**config.mk**
```make
export PLATFORM = sky130hd
export DESIGN_NAME = tcsf_regs
export DESIGN_NICKNAME = d
export VERILOG_FILES = /design/src/logic/tcsf_pkg.sv /design/src/logic/tcsf_regs.sv
export VERILOG_INCLUDE_DIRS = /design/src /design/src/logic
export SDC_FILE = /design/constraint.sdc
export NUM_CORES = 1
export LEC_CHECK = 0
export BUFFER_PORTS_ARGS = -buffer_cell sky130_fd_sc_hd__buf_4
export CELL_PAD_IN_SITES_DETAIL_PLACEMENT = 1
export CELL_PAD_IN_SITES_GLOBAL_PLACEMENT = 2
export CORE_MARGIN = 4
export CORE_UTILIZATION = 32
export DETAILED_ROUTE_END_ITERATION = 6
export GPL_TIMING_DRIVEN = 1
export PLACE_DENSITY_LB_ADDON = 0.1
export SKIP_CTS_REPAIR_TIMING = 1
export SYNTH_ARGS = -nofsm -noshare
export SYNTH_HDL_FRONTEND = slang
export SYNTH_SLANG_ARGS = --single-unit
```
**constraint.sdc**
```tcl
create_clock -name I_CLK -period 4.36 [get_ports I_CLK]
set_input_delay 0.436 -clock I_CLK [delete_from_list [all_inputs] [get_ports I_CLK]]
set_output_delay 0.436 -clock I_CLK [all_outputs]
set_load 0.05 [all_outputs]
```
**src/logic/tcsf_map.svh**
```systemverilog
// register map, field positions, reset values and timing counts of the fault/control bank
`ifndef TCSF_MAP_SVH
`define TCSF_MAP_SVH

`define TCSF_ADDR_FAULT_CHG   8'h12
`define TCSF_ADDR_FAULT_STATE 8'h13
`define TCSF_ADDR_CAP_CTRL    8'h18
`define TCSF_ADDR_ILIM        8'h1e
`define TCSF_ADDR_WATCH       8'h20
`define TCSF_ADDR_WINDOW      8'h22
`define TCSF_ADDR_SOFT_RST    8'h23

`define TCSF_CHG_THERMAL      7
`define TCSF_CHG_PU_OVP       5
`define TCSF_CHG_PU_OK        4
`define TCSF_CHG_REVERSE      2
`define TCSF_CHG_OVERCUR      1
`define TCSF_CHG_OVERVOLT     0

`define TCSF_ST_PU_OVP        7
`define TCSF_ST_PU_OK         6
`define TCSF_ST_REV1          5
`define TCSF_ST_REV2          4
`define TCSF_ST_OCP1          3
`define TCSF_ST_OCP2          2
`define TCSF_ST_OVP1          1
`define TCSF_ST_OVP2          0

`define TCSF_CAP_DISCH        4
`define TCSF_CAP_SUPPLY       0
`define TCSF_CAP_RSVD_ONES    8'h20
`define TCSF_WATCH_EN         7
`define TCSF_WATCH_LOW_THR    6
`define TCSF_WATCH_RSVD_ONES  8'h20

`define TCSF_RST_DISCH        1'b0
`define TCSF_RST_SUPPLY       1'b1
`define TCSF_RST_ILIM         4'h0
`define TCSF_RST_WATCH_EN     1'b1
`define TCSF_RST_LOW_THR      1'b0
`define TCSF_RST_SHIFT        4'h0

`define TCSF_NOMINAL_MV       13'd5000
`define TCSF_MV_PER_PCT       13'd50
`define TCSF_WINDOW_PCT       13'd5
`define TCSF_HUNDRED_PCT      13'd100

`define TCSF_CLK_MHZ          50
`define TCSF_DISCH_TIME_MS    250
`define TCSF_DISCH_CYCLES     (`TCSF_DISCH_TIME_MS * 1000 * `TCSF_CLK_MHZ)

`endif

```
**src/logic/tcsf_pkg.sv**
```systemverilog
// types shared by the fault/control register bank
package tcsf_pkg;
    typedef enum logic [0:0] {
        TCSF_DISCH_IDLE   = 1'b0,
        TCSF_DISCH_ACTIVE = 1'b1
    } tcsf_disch_state_t;

    typedef logic [7:0]  tcsf_byte_t;
    typedef logic [12:0] tcsf_mv_t;
endpackage : tcsf_pkg

```
**src/logic/tcsf_regs.sv**
```systemverilog
// fault transition/status flags and cable power / bus window control registers
`timescale 1ns/1ps
`include "tcsf_map.svh"
module tcsf_regs #(
    parameter int unsigned DISCH_CYCLES = `TCSF_DISCH_CYCLES
) (
    input  wire logic              I_CLK,
    input  wire logic              I_RESETN,
    input  wire logic [7:0]        i_reg_addr,
    input  wire logic              i_reg_wr,
    input  wire tcsf_pkg::tcsf_byte_t i_reg_wdata,
    input  wire logic              i_reg_rd,
    output tcsf_pkg::tcsf_byte_t   o_reg_rdata,
    input  wire tcsf_pkg::tcsf_byte_t i_fault_status,
    input  wire logic              i_over_temp,
    input  wire logic [1:0]        i_advertised_current_code,
    input  wire logic              i_attached,
    input  wire logic              i_cable_power_above_uvlo,
    input  wire logic              i_nvm_discharge_on,
    input  wire logic              i_nvm_supply_on,
    input  wire logic [3:0]        i_nvm_current_limit,
    input  wire logic [3:0]        i_nvm_upper_shift,
    input  wire logic [3:0]        i_nvm_lower_shift,
    output logic                   o_cable_power_supply_on,
    output logic                   o_cable_power_discharge,
    output logic [3:0]             o_cable_power_current_limit,
    output logic                   o_cable_power_watch_on,
    output logic                   o_cable_power_low_threshold_sel,
    output logic                   o_cable_power_path_on,
    output logic                   o_cable_power_present,
    output tcsf_pkg::tcsf_mv_t     o_bus_upper_limit_mv,
    output tcsf_pkg::tcsf_mv_t     o_bus_lower_limit_mv,
    output logic                   o_soft_reset_hold
);
    import tcsf_pkg::*;

    logic              rst_meta_q;
    logic              rst_sync_q;
    logic              core_rst_n;
    tcsf_byte_t        status_q;
    tcsf_byte_t        chg_q;
    tcsf_byte_t        chg_set;
    tcsf_byte_t        status_diff;
    logic              nvm_load_q;
    logic              disch_on_q;
    logic              supply_on_q;
    logic [3:0]        ilim_q;
    logic              watch_on_q;
    logic              low_thr_q;
    logic [3:0]        upper_shift_q;
    logic [3:0]        lower_shift_q;
    logic              soft_rst_q;
    logic              attached_q;
    tcsf_disch_state_t disch_state_q;
    logic [31:0]       disch_cnt_q;
    tcsf_byte_t        rdata_d;
    tcsf_byte_t        rdata_q;
    tcsf_mv_t          upper_mv_q;
    tcsf_mv_t          lower_mv_q;
    logic              wr_cap;
    logic              wr_ilim;
    logic              wr_watch;
    logic              wr_window;
    logic              wr_soft;
    logic              rd_chg;

    // pin reset released through two flops
    always_ff @(posedge I_CLK or negedge I_RESETN) begin
        if (!I_RESETN) begin
            rst_meta_q <= 1'b0;
            rst_sync_q <= 1'b0;
        end else begin
            rst_meta_q <= 1'b1;
            rst_sync_q <= rst_meta_q;
        end
    end

    // soft reset resets device state but never the control registers
    assign core_rst_n = rst_sync_q & ~soft_rst_q;

    assign wr_cap    = i_reg_wr && (i_reg_addr == `TCSF_ADDR_CAP_CTRL);
    assign wr_ilim   = i_reg_wr && (i_reg_addr == `TCSF_ADDR_ILIM);
    assign wr_watch  = i_reg_wr && (i_reg_addr == `TCSF_ADDR_WATCH);
    assign wr_window = i_reg_wr && (i_reg_addr == `TCSF_ADDR_WINDOW);
    assign wr_soft   = i_reg_wr && (i_reg_addr == `TCSF_ADDR_SOFT_RST);
    assign rd_chg    = i_reg_rd && (i_reg_addr == `TCSF_ADDR_FAULT_CHG);

    // fault condition snapshot; all bits zero out of reset
    always_ff @(posedge I_CLK or negedge core_rst_n) begin
        if (!core_rst_n) begin
            status_q <= 8'h00;
        end else begin
            status_q <= i_fault_status;
        end
    end

    assign status_diff = status_q ^ i_fault_status;

    always_comb begin
        chg_set = 8'h00;
        chg_set[`TCSF_CHG_THERMAL]  = i_over_temp;
        chg_set[`TCSF_CHG_PU_OVP]   = status_diff[`TCSF_ST_PU_OVP];
        chg_set[`TCSF_CHG_PU_OK]    = status_diff[`TCSF_ST_PU_OK];
        chg_set[`TCSF_CHG_REVERSE]  = status_diff[`TCSF_ST_REV1]
                                    | status_diff[`TCSF_ST_REV2];
        chg_set[`TCSF_CHG_OVERCUR]  = status_diff[`TCSF_ST_OCP1]
                                    | status_diff[`TCSF_ST_OCP2];
        chg_set[`TCSF_CHG_OVERVOLT] = status_diff[`TCSF_ST_OVP1]
                                    | status_diff[`TCSF_ST_OVP2];
    end

    // read clears, but a change seen in the same cycle survives
    always_ff @(posedge I_CLK or negedge core_rst_n) begin
        if (!core_rst_n) begin
            chg_q <= 8'h00;
        end else begin
            chg_q <= (rd_chg ? 8'h00 : chg_q) | chg_set;
        end
    end

    // nonvolatile defaults cannot enter under async reset, so one cycle after release copies them
    always_ff @(posedge I_CLK or negedge rst_sync_q) begin
        if (!rst_sync_q) begin
            nvm_load_q <= 1'b1;
        end else begin
            nvm_load_q <= 1'b0;
        end
    end

    always_ff @(posedge I_CLK or negedge rst_sync_q) begin
        if (!rst_sync_q) begin
            disch_on_q  <= `TCSF_RST_DISCH;
            supply_on_q <= `TCSF_RST_SUPPLY;
        end else if (nvm_load_q) begin
            disch_on_q  <= i_nvm_discharge_on;
            supply_on_q <= i_nvm_supply_on;
        end else if (wr_cap) begin
            disch_on_q  <= i_reg_wdata[`TCSF_CAP_DISCH];
            supply_on_q <= i_reg_wdata[`TCSF_CAP_SUPPLY];
        end
    end

    always_ff @(posedge I_CLK or negedge rst_sync_q) begin
        if (!rst_sync_q) begin
            ilim_q <= `TCSF_RST_ILIM;
        end else if (nvm_load_q) begin
            ilim_q <= i_nvm_current_limit;
        end else if (wr_ilim) begin
            ilim_q <= i_reg_wdata[3:0];
        end
    end

    always_ff @(posedge I_CLK or negedge rst_sync_q) begin
        if (!rst_sync_q) begin
            watch_on_q <= `TCSF_RST_WATCH_EN;
            low_thr_q  <= `TCSF_RST_LOW_THR;
        end else if (wr_watch) begin
            watch_on_q <= i_reg_wdata[`TCSF_WATCH_EN];
            low_thr_q  <= i_reg_wdata[`TCSF_WATCH_LOW_THR];
        end
    end

    always_ff @(posedge I_CLK or negedge rst_sync_q) begin
        if (!rst_sync_q) begin
            soft_rst_q <= 1'b0;
        end else if (wr_soft) begin
            soft_rst_q <= i_reg_wdata[0];
        end
    end

    // pin reset only: a soft reset must not fake an attach and reload the shifts
    always_ff @(posedge I_CLK or negedge rst_sync_q) begin
        if (!rst_sync_q) begin
            attached_q <= 1'b0;
        end else begin
            attached_q <= i_attached;
        end
    end

    // window shift: reset values while unattached, defaults loaded at attach
    always_ff @(posedge I_CLK or negedge rst_sync_q) begin
        if (!rst_sync_q) begin
            upper_shift_q <= `TCSF_RST_SHIFT;
            lower_shift_q <= `TCSF_RST_SHIFT;
        end else if (!i_attached) begin
            upper_shift_q <= `TCSF_RST_SHIFT;
            lower_shift_q <= `TCSF_RST_SHIFT;
        end else if (!attached_q) begin
            upper_shift_q <= i_nvm_upper_shift;
            lower_shift_q <= i_nvm_lower_shift;
        end else if (wr_window) begin
            upper_shift_q <= i_reg_wdata[7:4];
            lower_shift_q <= i_reg_wdata[3:0];
        end
    end

    // limits in mV: nominal/100 per percent, window 5 % each side, then shifted
    always_ff @(posedge I_CLK or negedge rst_sync_q) begin
        if (!rst_sync_q) begin
            upper_mv_q <= 13'h0000;
            lower_mv_q <= 13'h0000;
        end else begin
            upper_mv_q <= 13'(`TCSF_MV_PER_PCT * (`TCSF_HUNDRED_PCT + `TCSF_WINDOW_PCT
                          + 13'(upper_shift_q)));
            lower_mv_q <= 13'(`TCSF_MV_PER_PCT * (`TCSF_HUNDRED_PCT - `TCSF_WINDOW_PCT
                          - 13'(lower_shift_q)));
        end
    end

    // discharge runs a fixed time after detach; clearing the enable cuts it short
    always_ff @(posedge I_CLK or negedge core_rst_n) begin
        if (!core_rst_n) begin
            disch_state_q <= TCSF_DISCH_IDLE;
            disch_cnt_q   <= 32'h0000_0000;
        end else begin
            case (disch_state_q)
                TCSF_DISCH_IDLE: begin
                    if (attached_q && !i_attached && disch_on_q) begin
                        disch_state_q <= TCSF_DISCH_ACTIVE;
                        disch_cnt_q   <= 32'(DISCH_CYCLES - 1);
                    end
                end
                TCSF_DISCH_ACTIVE: begin
                    if (!disch_on_q || disch_cnt_q == 32'h0000_0000) begin
                        disch_state_q <= TCSF_DISCH_IDLE;
                    end else begin
                        disch_cnt_q <= disch_cnt_q - 32'h0000_0001;
                    end
                end
                default: begin
                    disch_state_q <= TCSF_DISCH_IDLE;
                end
            endcase
        end
    end

    // read mux; reserved bits show their reset values
    always_comb begin
        rdata_d = 8'h00;
        case (i_reg_addr)
            `TCSF_ADDR_FAULT_CHG:   rdata_d = chg_q;
            `TCSF_ADDR_FAULT_STATE: rdata_d = status_q;
            `TCSF_ADDR_CAP_CTRL: begin
                rdata_d = `TCSF_CAP_RSVD_ONES;
                rdata_d[7:6] = i_advertised_current_code;
                rdata_d[`TCSF_CAP_DISCH]  = disch_on_q;
                rdata_d[`TCSF_CAP_SUPPLY] = supply_on_q;
            end
            `TCSF_ADDR_ILIM:        rdata_d = {4'h0, ilim_q};
            `TCSF_ADDR_WATCH: begin
                rdata_d = `TCSF_WATCH_RSVD_ONES;
                rdata_d[`TCSF_WATCH_EN]      = watch_on_q;
                rdata_d[`TCSF_WATCH_LOW_THR] = low_thr_q;
            end
            `TCSF_ADDR_WINDOW:      rdata_d = {upper_shift_q, lower_shift_q};
            `TCSF_ADDR_SOFT_RST:    rdata_d = {7'h00, soft_rst_q};
            default:                rdata_d = 8'h00;
        endcase
    end

    // data must keep answering while soft reset is held, so it uses the pin reset
    always_ff @(posedge I_CLK or negedge rst_sync_q) begin
        if (!rst_sync_q) begin
            rdata_q <= 8'h00;
        end else if (i_reg_rd) begin
            rdata_q <= rdata_d;
        end
    end

    assign o_reg_rdata                     = rdata_q;
    assign o_cable_power_supply_on         = supply_on_q;
    assign o_cable_power_discharge         = (disch_state_q == TCSF_DISCH_ACTIVE);
    assign o_cable_power_current_limit     = ilim_q;
    assign o_cable_power_watch_on          = watch_on_q;
    assign o_cable_power_low_threshold_sel = low_thr_q;
    assign o_cable_power_path_on           = supply_on_q & watch_on_q & core_rst_n;
    assign o_cable_power_present           = i_cable_power_above_uvlo & watch_on_q;
    assign o_bus_upper_limit_mv            = upper_mv_q;
    assign o_bus_lower_limit_mv            = lower_mv_q;
    assign o_soft_reset_hold               = soft_rst_q;
endmodule : tcsf_regs

```
# Yosys cells after proc, flatten, opt, wreduce, memory -nomap -nowiden
# Index checks and enable logic that the tools add are counted.
word_totals:
  regBits: 102
  latch_bits: 0
  ram_bits: 0
  mem_bits_ro: 0
  input_bits: 47
  out_inout_bits: 45
  wordCells: 80
  n_memories: 0
op_classes:
  addsub: 3
  multipliers: 2
  div: 0
  order_cmp: 0
  n_eq_ne: 10
  shifts: 0
  muxes: 20
  n_bitwise: 11
  reduce_logical: 15
op_table:
  columns: ["cell", "n"]
  rows:
  - ["$mux W32", 2]
  - ["$pmux W32 S2", 1]
  - ["$pmux W8 S7", 1]
  - ["$eq A8 B5 Y1 const B", 4]
  - ["$logic_not A32 Y1", 1]
  - ["$mux W4", 8]
  - ["$sub A32 B1 Y32 const B", 1]
  - ["$eq A8 B6 Y1 const B", 3]
  - ["$mul A5 B13 Y12 const A", 1]
  - ["$mul A5 B8 Y12 const A", 1]
  - ["$add A7 B4 Y8 const A", 1]
  - ["$logic_and A1 B1 Y1", 8]
  - ["$mux W8", 1]
  - ["$or A8 B8 Y8", 1]
  - ["$sub A7 B4 Y8 const A", 1]
  - ["$xor A8 B8 Y8", 1]
  - ["$mux W1", 6]
  - ["$and A1 B1 Y1", 4]
  - ["$ne A2 B2 Y1 const B", 2]
  - ["$reduce_bool A2 Y1", 2]
  - ["$ne A3 B2 Y1 const B", 1]
  - ["$or A1 B1 Y1", 3]
  - ["$logic_not A1 Y1", 2]
  - ["$not A1 Y1", 2]
  - ["3 further kinds", 3]

# Logic depth before layout (Yosys ltp)
# Gate-level depths: netlist (run 1).
logic_depth:
  word_depth: 5
  depth_mapped: 15
  ltp_nobuf: 14

# Worst setup path after synthesis (run 1)
# Ideal clock, no wire load.
synth_timing:
  kind: "flip-flop to output port"
  startpoint: "register rst_sync_q"
  endpoint: "output port o_cable_power_path_on"
  arrival_time_ps: 4498
  t_required_ps: 3924
  slack_ps: -574
  stages_incl_launch_ff: 3
  cell_sequence: "dfrtp_1 > nor2b_1 > and3_1"
synth_between:
  elab_chain_len: 2
synth_rtl:
  columns: ["element", "line_no", "text"]
  rows:
  - ["start: declaration", "tcsf_regs.sv:38", "logic rst_sync_q;"]
  - ["start signal: assignment", "tcsf_regs.sv:74", "rst_sync_q <= rst_meta_q;"]
  - ["$and A1 B1 Y1", "tcsf_regs.sv:79", "assign core_rst_n = rst_sync_q & ~soft_rst_q;"]
  - ["named net core_rst_n", "tcsf_regs.sv:39", "logic core_rst_n;"]
  - ["$and A1 B1 Y1", "tcsf_regs.sv:276", "assign o_cable_power_path_on = supply_on_q & watch_on_q & core_rst_n;"]
  - ["end: declaration", "tcsf_regs.sv:29", "output logic o_cable_power_path_on,"]
# The timed path passes the listed nets, and every way through them passes these cells.

# Worst setup path after layout (run 1)
layout_timing:
  startpoint: "register upper_shift_q[0]"
  endpoint: "register upper_mv_q[11], in the netlist o_bus_upper_limit_mv[11]"
layout_between:
  elab_chain_len: 2
layout_rtl:
  columns: ["element", "line_no", "text"]
  rows:
  - ["start: declaration", "tcsf_regs.sv:50", "logic [3:0] upper_shift_q;"]
  - ["start signal: assignment", "tcsf_regs.sv:183", "upper_shift_q <= `TCSF_RST_SHIFT;"]
  - ["start signal: assignment", "tcsf_regs.sv:186", "upper_shift_q <= `TCSF_RST_SHIFT;"]
  - ["start signal: assignment", "tcsf_regs.sv:189", "upper_shift_q <= i_nvm_upper_shift;"]
  - ["$add A7 B4 Y8 (no line)", null, null]
  - ["$mul A5 B8 Y12 (no line)", null, null]
  - ["end signal: assignment", "tcsf_regs.sv:203", "upper_mv_q <= 13'(`TCSF_MV_PER_PCT * (`TCSF_HUNDRED_PCT + `TCSF_WINDOW_PCT"]
  - ["end: declaration", "tcsf_regs.sv:58", "tcsf_mv_t upper_mv_q;"]
# Every way passes these cells.
# A chain may end at the register's enable or synchronous reset.

==> impl_results.md, run 1 <==
* Max cap viols at 0
* Commonest cells after routing, fill and taps aside: 96 x dfrtp_1, 93 x buf_4, 45 x nand2_1, 33 x ha_1, 32 x inv_1
* Setup Viol. Count Final at 0
* Drt wl/cell at 17.72 um
* Gr usage total at 0.1676
* Synth Warn # at 0
* Hold Vio Cnt, Final at 0
* Initial core utilization at 0.3318
* Remaining global-route overflow at 0
* Register bit total from synthesis at 100
* Clock latency on the worst-skew pair at 0.35 ns
* Multi-input logic area at 2626 sq um
* Htree depth at 3
* First-pass GRT wire length at 24540 um
* Crit-path cells: nand3_1, xor2_1, inv_1, nor2_1, nor2_1, ha_1, inv_1, ha_1, inv_1, ha_1, a21o_1, a21oi_1, o21bai_1, a21o_1
* RePlAce Congestion at 0.8162
* RSZ-0062 raised after global routing: false
* Power density over cell area at 423.7 nW/um^2
* Leakage at 2.947 nW
* Yosys cell types at 61
* Top_reg_cell synth: dfrtp_1
* Data arrival, critical path at 3.34 ns
* Vias per cell at 5.179
* CP max stage delay at 0.53 ns
* Kind of end point of the critical path: flop
* Vias in the first global route at 4592
* # IOs at 92
* Vias at 4304
* WL final at 14730 um
* Crit path buffers/inverters at 3
* Net count, final at 692
* Hold WC Path Type: input pin to flop
* FILL cells at 1835
* Area Overhead vs Synth at 22.26%
* Yosys top cell by area: dfrtp_1
* Mapped cell area at 5346 sq um
* Reg2Reg Depth at 14
* Iter 0 DRT Violations at 162
* Max Clock Skew at 0.009229 ns
* Slowest-stage cell, CP: dfrtp_1
* Initial antenna violation count at 0
* Clk sinks at 100
* Slew HR at 0.2942
* Worst path depth at 14
* Root Buffer: clkbuf_16
* Reg area at 2507 sq um
* Initial DRT Pass Iterations at 4
* Final ANT Viol Nets at 0
* Core area at 16120 sq um
* Die Footprint at 18840 sq um
* Sequential fraction of the synthesis area at 0.4688
* Most common cell after layout, fill and taps aside: dfrtp_1
* Mean Syn Cell Area at 10.14 sq um
* Area contributors post-synth: dfrtp_1 45%, ha_1 7.7%, mux2_2 3.2%
* CTS tree: built
* Pwr Total at 2.769 mW
* Post-Place Cells at 814
* Mapped Cells at 527
* Fraction of registers with async set/reset at 1.000
* Clk slew on worst S/H paths at 0.07 ns
* Outcome: complete, no violations
* CP required at 4.60 ns
* Maximum clock rate at 0.3224 GHz
* Final period util at 0.7113
* Diodes inserted at 0
* WHS at 0.2017 ns
* TritonCTS Buffers at 9
* EDFF count, synth at 0
* Final std cells w/o fill at 831
* Residual DRC at 0
* Layout cells sized above 1 at 0.2309
* Hpwl dp at 11150 um
* Largest net degree at the start of global routing at 52
* CP max FO at 9
* Post-synth top area share at 0.4540
* Count of pins over their slew limit at 0
* Setup TNS at 0 ns
* FP Rows at 46
* Buffer depth of the longest clock path at 2
* Port bufs at 89
* Die Height at 137.3 um
* Die width at 137.3 um
* Design Area, Final at 6536 sq um
* Area post-placement at 6226 sq um
* Crit path launch type: flop
* Kind of critical path: flop to flop
* Transition time of the tightest slew-check pin at 1.059 ns
* CP top delay family: adder cells
* Peak supply drop at 0.0001860 V
* Min-Delay Path Depth at 1
* Fin crit period at 3.101 ns
==> where the power goes <==
part | leakage, nW | internal (mW) | total [mW] | switching (mW)
Sequential | 1.16 | 1.03 | 1.10 | 0.0653
Clock | 0.145 | 0.453 | 0.829 | 0.376
Combinational | 1.64 | 0.292 | 0.842 | 0.550
Total | 2.95 | 1.78 | 2.77 | 0.991
==> per-stage QoR <==
stage	worst slack, ns	util
finish	1.259	0.4056
floorplan	0.3213	-
global placement	1.371	0.3863
global route	0.8992	0.4056
detailed placement	1.259	0.3863
CTS	1.227	0.4050
==> worst reg2reg max path, cell delays in order, from the launching register on <==
cell      delay, ns
dfrtp_1        0.53
nand3_1        0.13
xor2_1         0.30
inv_1          0.12
nor2_1         0.18
nor2_1         0.07
ha_1           0.28
inv_1          0.04
ha_1           0.27
inv_1          0.04
ha_1           0.33
a21o_1         0.19
a21oi_1        0.22
o21bai_1       0.09
a21o_1         0.19
==> flip-flops by register name, summed over array words and instances, names as in the netlist <==
name	count
chg_q	6
o_cable_power_supply_on	1
disch_on_q	1
o_cable_power_low_threshold_sel	1
lower_shift_q	4
disch_cnt_q	32
upper_shift_q	4
rst_meta_q	1
o_bus_upper_limit_mv	12
attached_q	1
o_soft_reset_hold	1
o_cable_power_watch_on	1
nvm_load_q	1
rst_sync_q	1
o_cable_power_discharge	1
o_bus_lower_limit_mv	12
status_q	8
o_cable_power_current_limit	4
o_reg_rdata	8
==> cell type report <==
cell class / instances / area share
Clock buffer: 10 / 0.03503
Clock inverter: 6 / 0.01091
Inverter: 33 / 0.01895
Multi-Input combinational cell: 372 / 0.4018
Sequential cell: 100 / 0.3836
Tap cell: 216 / 0.04135
Timing Repair Buffer: 94 / 0.1083
==> kinds of logic after synthesis <==
logic type      count (synthesis)  share of synthesized area
flops                         100                     0.4688
mux                            26                    0.05219
compound gates                108                     0.1318
simple gates                  176                     0.1816
xor+xnor                       22                    0.03604
buf+inv                        58                    0.04353
fa+ha+maj                      35                    0.08472
other cells                     2                   0.001405
==> cell usage after synthesis (4+ instances only) <==
master     n
nand2_1   45
or3_1     13
xnor2_1   15
ha_1      33
dfrtp_1   97
nor2_1    31
a21o_1     7
inv_1     32
or4_1     17
o21ai_1    5
nor3_1     6
and3_1     6
a31oi_1    6
nand3_1   16
o21ai_0   24
mux2_2    15
clkbuf_1  18
xor2_1     7
a21oi_1   28
nor4_1     7
mux2i_1   11
a32oi_1    4
o31ai_1   12
nand4_1    5
==> per-layer routing <==
layer,share of wire,global-route usage
met1,0.42,0.2005
met2,0.50,0.2913
met3,0.064,0.05917
met4,0.012,0.03548
met5,0,0
==> worst paths after layout <==
path | startpoint | end | slack (ns)
min reg2reg | rst_meta_q | rst_sync_q | 0.36
min | i_fault_status[3] | status_q[3] | 0.20
max in group asynchronous | o_soft_reset_hold | disch_cnt_q[16] | 3.29
max | upper_shift_q[0] | o_bus_upper_limit_mv[11] | 1.26
min in group asynchronous | I_RESETN | rst_sync_q | 0.41
max reg2reg | upper_shift_q[0] | o_bus_upper_limit_mv[11] | 1.26
Power figures use the tool's default switching activity.
==> run 2: changes to the inputs <==
--- a/config.mk
+++ b/config.mk
@@ -6,11 +6,12 @@
 export SDC_FILE = /design/constraint.sdc
 export NUM_CORES = 1
 export LEC_CHECK = 0
+export ABC_AREA = 1
 export BUFFER_PORTS_ARGS = -buffer_cell sky130_fd_sc_hd__buf_4
 export CELL_PAD_IN_SITES_DETAIL_PLACEMENT = 1
 export CELL_PAD_IN_SITES_GLOBAL_PLACEMENT = 2
 export CORE_MARGIN = 4
-export CORE_UTILIZATION = 32
+export CORE_UTILIZATION = 33
 export DETAILED_ROUTE_END_ITERATION = 6
 export GPL_TIMING_DRIVEN = 1
 export PLACE_DENSITY_LB_ADDON = 0.1
==> constraint.sdc (replaced) <==
create_clock -name I_CLK -period 3.2 [get_ports I_CLK]
set_input_delay 0.32 -clock I_CLK [delete_from_list [all_inputs] [get_ports I_CLK]]
set_output_delay 0.32 -clock I_CLK [all_outputs]
set_load 0.05 [all_outputs]
==> run 2 against run 1 <==
  * Flip-flop and latch count is the same
  * Maximum frequency increased by 5.5%
  * Area after synthesis increased by 9.8%
  * Critical endpoint is now o_bus_upper_limit_mv[10]
==> impl_results.md, run 2 <==
* Outcome: complete, no violations
* Most frequent cells after synthesis: 193 x nand2_1, 97 x dfrtp_1, 94 x nor2_1
* Max Clock Skew at 0.009080 ns (-0.0001483 ns)
* Commonest cells after routing, fill and taps aside: 193 x nand2_1, 97 x buf_4, 95 x dfrtp_1, 93 x nor2_1, 78 x inv_1
* Area contributors post-synth: dfrtp_1 41%, nand2_1 12%, ha_1 7.0%
* Largest family of logic cells by synthesized area: simple AND/OR/NAND/NOR gates
* RePlAce Congestion at 0.8461 (+3.7%)
* Post-synthesis compound-gate area fraction at 0.08230 (-0.04945)
* Die Footprint at 19980 sq um (+6.1%)
* Mux contribution to synthesized area at 0 (-0.05219)
* Count of pins over their slew limit at 0 (unchanged)
* Drt wl/cell at 16.39 um (-7.5%)
* RSZ-0062 raised after global routing: false
* Synth Area in Adders at 0.07719 (-0.007532)
* Residual DRC at 0 (unchanged)
* Mean Syn Cell Area at 7.930 sq um (-22%)
* CP max FO at 6 (-3)
* Area Overhead vs Synth at 20.70%
* Final period util at 0.9187 (+0.2074)
* Die width at 141.4 um (+3.0%)
* Post-synth top area share at 0.4136 (-0.04037)
* CP max stage delay at 0.46 ns (-0.07 ns)
* WL final at 17440 um (+18%)
* Port bufs at 89 (unchanged)
* Crit-path cells: ha_1, xor2_2, xor2_1, inv_1, ha_1, inv_1, ha_1, inv_1, ha_1, a21oi_2, nand2_1, a21o_1, a21oi_2, inv_1, nand2_1, nand2_1
* Buffer depth of the longest clock path at 2 (unchanged)
* Top reg by flops: disch_cnt_q
* Remaining global-route overflow at 0 (unchanged)
* Vias in the first global route at 5658 (+23%)
* Clock latency on the worst-skew pair at 0.36 ns (about the same)
* Root Buffer: clkbuf_16
* Power density over cell area at 611.0 nW/um^2 (+44%)
* Leakage at 3.492 nW (+18%)
* Design Area, Final at 7083 sq um (+8.4%)
* Fraction of registers with async set/reset at 1.000 (unchanged)
* Register bit total from synthesis at 100 (unchanged)
* Vias at 5062 (+18%)
* Layout cells sized above 1 at 0.1990 (-0.03185)
* Worst setup margin at 0.2602 ns (-0.9985 ns)
* Hpwl dp at 13700 um (+23%)
* FILL cells at 2148 (+17%)
* Htree depth at 3 (unchanged)
* Peak supply drop at 0.0002695 V (+45%)
* Die Height at 141.4 um (+3.0%)
* CP required at 3.45 ns (-1.15 ns)
* Max reg flops at 32 (unchanged)
* CTS tree: built
* Kind of end point of the critical path: flop
* Net count, final at 916 (+32%)
* Slew HR at 0.5228 (+0.2286)
* Core area at 17360 sq um (+7.7%)
* Crit path buffers/inverters at 4 (+1)
* Hold Vio Cnt, Final at 0 (unchanged)
* Kind of critical path: flop to flop
* Mapped cell area at 5868 sq um (+9.8%)
* Max cap viols at 0 (unchanged)
* TritonCTS Buffers at 9 (unchanged)
* Setup TNS at 0 ns (unchanged)
* Reg2Reg Setup Slack at 0.26 ns (-1.00 ns)
* Area post-placement at 6746 sq um (+8.4%)
* Iter 0 DRT Violations at 174 (+7.4%)
* Initial core utilization at 0.3381 (+0.006336)
* # IOs at 92 (unchanged)
* Slowest-stage cell, CP: dfrtp_2
* Place WS at 0.08984 ns (-1.169 ns)
* Gr usage total at 0.1835 (+0.01585)
* Yosys cell types at 41 (-33%)
* FP Rows at 48 (+4.3%)
* Hold WC Path Type: input pin to flop
* Maximum clock rate at 0.3402 GHz (+5.5%)
* Most common cell after layout, fill and taps aside: nand2_1
* Sequential fraction of the synthesis area at 0.4271 (-0.04168)
* Final ANT Viol Nets at 0 (unchanged)
* Initial antenna violation count at 0 (unchanged)
* Transition time of the tightest slew-check pin at 0.7119 ns (-0.3468 ns)
* Crit path launch type: flop
* Fin crit period at 2.940 ns (-0.1615 ns)
* Yosys top cell by area: dfrtp_1
* XOR/XNOR share of the synthesized area at 0.04030 (+0.004258)
* Initial DRT Pass Iterations at 4 (unchanged)
* Diodes inserted at 0 (unchanged)
* Vias per cell at 4.758 (-8.1%)
* Mapped Cells at 740 (+40%)
* Setup Viol. Count Final at 0 (unchanged)
* WHS at 0.08657 ns (-0.1151 ns)
* CP top delay family: adder cells
* Synth Warn # at 0 (unchanged)
* Top_reg_cell synth: dfrtp_1
* Most frequent cell after synthesis: nand2_1
* First-pass GRT wire length at 29150 um (+19%)
* Post-Synth Simple-Gate Area at 0.2936 (+0.1120)
* Data arrival, critical path at 3.19 ns (-0.15 ns)
* Clk sinks at 100 (unchanged)
* EDFF count, synth at 0 (unchanged)
* Clk slew on worst S/H paths at 0.08 ns (about the same)
* Largest net degree at the start of global routing at 52 (unchanged)
* Pwr Total at 4.328 mW (+56%)
## run 2: kinds of logic after synthesis
| logic type | Yosys count |
|---|---|
| compound gates | 79 |
| xor+xnor | 27 |
| fa+ha+maj | 35 |
| buf+inv | 100 |
| flops | 100 |
| other cells | 2 |
| simple gates | 397 |
## run 2: power breakdown
part / switching, mW / internal (mW) / total [mW]
registers: 0.135 / 1.45 / 1.59
clock network: 0.517 / 0.632 / 1.15
logic: 1.07 / 0.522 / 1.59
## run 2: layout make-up
class	count	area [sq um]	area share
repair buffers	98	738.2	0.1042
inverters	82	310.3	0.04381
clock inverters	5	60.06	0.008479
clock buffers	11	242.7	0.03427
flip-flops and latches	100	2509	0.3542
multi-input cells	543	2942	0.4153
well taps	225	281.5	0.03975
## run 2: layer usage
layer,vias to the layer above,GRT usage,part of all wire
met5,-,0,0
met4,0,0.04080,0.012
met3,16,0.04179,0.033
met2,74,0.3333,0.52
met1,2425,0.2208,0.44
li1,2547,-,-
## run 2: worst paths after layout
| path | startpoint | endpoint | depth (start not counted) |
|---|---|---|---|
| max reg2reg | upper_shift_q[1] | o_bus_upper_limit_mv[10] | 16 |
| max in group asynchronous | o_soft_reset_hold | disch_cnt_q[4] | 2 |
| max | upper_shift_q[1] | o_bus_upper_limit_mv[10] | 16 |
| min in group asynchronous | I_RESETN | rst_sync_q | 2 |
| min reg2reg | rst_meta_q | rst_sync_q | 0 |
| min | i_fault_status[5] | status_q[5] | 1 |
## run 2: metrics by stage
stage               std cells    util
global route             1064  0.4081
global placement         1046  0.3887
detailed placement       1046  0.3887
CTS                      1062  0.4061
finish                   1064  0.4081
floorplan                 743       -
==> run 3: changes to the inputs <==
--- a/config.mk
+++ b/config.mk
@@ -10,11 +10,12 @@
 export BUFFER_PORTS_ARGS = -buffer_cell sky130_fd_sc_hd__buf_4
 export CELL_PAD_IN_SITES_DETAIL_PLACEMENT = 1
 export CELL_PAD_IN_SITES_GLOBAL_PLACEMENT = 2
-export CORE_MARGIN = 4
+export CORE_MARGIN = 2
 export CORE_UTILIZATION = 33
 export DETAILED_ROUTE_END_ITERATION = 6
 export GPL_TIMING_DRIVEN = 1
 export PLACE_DENSITY_LB_ADDON = 0.1
+export REMOVE_ABC_BUFFERS = 1
 export SKIP_CTS_REPAIR_TIMING = 1
 export SYNTH_ARGS = -nofsm -noshare
 export SYNTH_HDL_FRONTEND = slang
==> run 3 against run 2 <==
  * Global-route usage up 1.4 points
  * Sequential share of layout area fell by 0.056 points
  * Via count rose by 2.7%
  * Clock skew about the same
  * Cell area grew 0.16%
  * Non-clock buffer count down 1
  * Final cell count barely moved
  * First-iteration DRC count increased by 7.5%
  * Critical endpoint unchanged
  * Largest power group unchanged
==> impl_results.md, run 3 (synthesized netlist as in run 2, its figures left out) <==
* Count of pins over their slew limit at 0 (unchanged)
* Vias at 5198 (+2.7%)
* Buffer depth of the longest clock path at 2 (unchanged)
* Transition time of the tightest slew-check pin at 0.8102 ns (+0.09832 ns)
* Peak supply drop at 0.0003538 V (+31%)
* Switch share at 0.3841 (-0.01323)
* Vias in the first global route at 5664 (+0.11%)
* Initial core utilization at 0.3381 (unchanged)
* Fin crit period at 2.945 ns (+0.005414 ns)
* Post-Place Cells at 1045 (-0.096%)
* Outcome: complete, no violations
* Worst Setup SP: upper_shift_q[1]
* Max Clock Skew at 0.009217 ns (+0.0001363 ns)
* Initial antenna violation count at 0 (unchanged)
* Drt wl/cell at 16.49 um (+0.59%)
* Htree depth at 3 (unchanged)
* Kind of critical path: flop to flop
* Slew HR at 0.4557 (-0.06712)
* Internal power at 2.702 mW (+3.6%)
* Area Overhead vs Synth at 20.90%
* CP top delay family: adder cells
* Crit-path cells: ha_1, xor2_2, xor2_1, inv_1, ha_1, inv_1, ha_1, inv_1, ha_1, a21oi_1, nand2_1, a21o_1, a21oi_1, inv_1, nand2_1, nand2_1
* Remaining global-route overflow at 0 (unchanged)
* Final std cells w/o fill at 1063 (-0.094%)
* Root Buffer: clkbuf_16
* Largest net degree at the start of global routing at 52 (unchanged)
* CP required at 3.44 ns (about the same)
* Clock latency on the worst-skew pair at 0.35 ns (about the same)
* Core area at 17360 sq um (unchanged)
* FILL cells at 2119 (-1.4%)
* Fin util at 0.4087 (+0.0006490)
* Commonest cells after routing, fill and taps aside: 193 x nand2_1, 96 x buf_4, 95 x dfrtp_1, 93 x nor2_1, 78 x inv_1
* Sequential Power Share at 0.361 (-0.006)
* Setup TNS at 0 ns (unchanged)
* Power density over cell area at 618.5 nW/um^2 (+1.2%)
* RSZ-0062 raised after global routing: false
* Reg2Reg Setup Slack at 0.25 ns (about the same)
* Leakage at 3.499 nW (+0.21%)
* Net count, final at 915 (-0.11%)
* Initial DRT Pass Iterations at 4 (unchanged)
* Residual DRC at 0 (unchanged)
* Gr usage total at 0.1975 (+0.01399)
* Max reg flops at 32 (unchanged)
* Port bufs at 89 (unchanged)
* Most common cell after layout, fill and taps aside: nand2_1
* Max cap viols at 0 (unchanged)
* # IOs at 92 (unchanged)
* Slowest-stage cell, CP: dfrtp_2
* Crit path buffers/inverters at 4 (unchanged)
* Top reg by flops: disch_cnt_q
* Hold Vio Cnt, Final at 0 (unchanged)
* Clk sinks at 100 (unchanged)
* Setup Viol. Count Final at 0 (unchanged)
* Clk slew on worst S/H paths at 0.07 ns (about the same)
* Die Height at 137.4 um (-2.8%)
* Vias per cell at 4.890 (+2.8%)
* Comb pwr share at 0.356 (-0.011)
* Diodes inserted at 0 (unchanged)
* Kind of end point of the critical path: flop
* CP max FO at 6 (unchanged)
* Maximum clock rate at 0.3395 GHz (-0.18%)
* Clock power share at 0.282 (+0.017)
* CP max stage delay at 0.45 ns (about the same)
* R2r startpoint: upper_shift_q[1]
* FP Rows at 48 (unchanged)
* Data arrival, critical path at 3.19 ns (about the same)
* RePlAce Congestion at 0.8268 (-2.3%)
* Layout cells sized above 1 at 0.1945 (-0.004536)
* Pwr Total at 4.388 mW (+1.4%)
* Hold Startpoint: i_fault_status[0]
* CTS tree: built
* Final period util at 0.9204 (+0.001692)
* Hold WC Path Type: input pin to flop
* Psw at 1.686 mW (-2.0%)
* WL final at 17530 um (+0.50%)
* Die Footprint at 18870 sq um (-5.6%)
* First-pass GRT wire length at 28810 um (-1.1%)
* Die width at 137.4 um (-2.8%)
* Final ANT Viol Nets at 0 (unchanged)
* Crit path launch type: flop
* TritonCTS Buffers at 9 (unchanged)
* Hpwl dp at 13300 um (-3.0%)
* Iter 0 DRT Violations at 187 (+7.5%)
## run 3: power by group through the flow
stage                     combinational (mW)  sequential [mW]  clock, mW
after global routing                    1.74             1.61       1.32
after floorplan                        0.716             1.98          0
after detailed placement                1.57             1.61          0
after CTS                               1.58             1.59       1.27
final                                   1.56             1.58       1.24
after global placement                  1.53             1.60          0
## run 3: worst register-to-register path, delay by kind of cell (launching register included)
kind            cells  cell delay, ns
fa+ha+maj           4            1.13
xor+xnor            2            0.38
simple gates        3            0.20
compound gates      3            0.50
flops               1            0.45
buf+inv             4            0.20
## run 3: worst paths after layout
path	depth (start not counted)	to
setup reg to reg	16	o_bus_upper_limit_mv[10]
min in group asynchronous	2	rst_meta_q
hold / removal	1	status_q[0]
setup / recovery	16	o_bus_upper_limit_mv[10]
max in group asynchronous	2	disch_cnt_q[31]
hold reg to reg	0	rst_sync_q
## run 3: final cells by class
cell class / instances / area [sq um] / area share
inverters: 82 / 310.3 / 0.04374
repair buffers: 97 / 730.7 / 0.1030
clock buffers: 13 / 260.3 / 0.03668
clock inverters: 3 / 68.82 / 0.009700
well taps: 225 / 281.5 / 0.03968
flip-flops and latches: 100 / 2509 / 0.3536
multi-input cells: 543 / 2934 / 0.4136
## run 3: per-stage QoR
| step | cell area, sq um | worst slack, ns | hold slack, ns |
|---|---|---|---|
| after detailed placement | 6739 | 0.1244 | 0.1071 |
| after global routing | 7094 | 0.03272 | 0.08579 |
| after floorplan | 5731 | -1.655 | 0.02441 |
| final | 7094 | 0.2548 | 0.08609 |
| after CTS | 7068 | 0.09092 | -0.2703 |
| after global placement | 6739 | 0.2652 | 0.1044 |
## run 3: metal layers
layer	part of all wire	track usage	up-vias	wire [um]
met5	0	0	-	0
met4	0.013	0.05384	0	235
met3	0.032	0.03091	15	554
met2	0.50	0.3494	76	8809
met1	0.45	0.2495	2561	7928
li1	-	-	2546	-
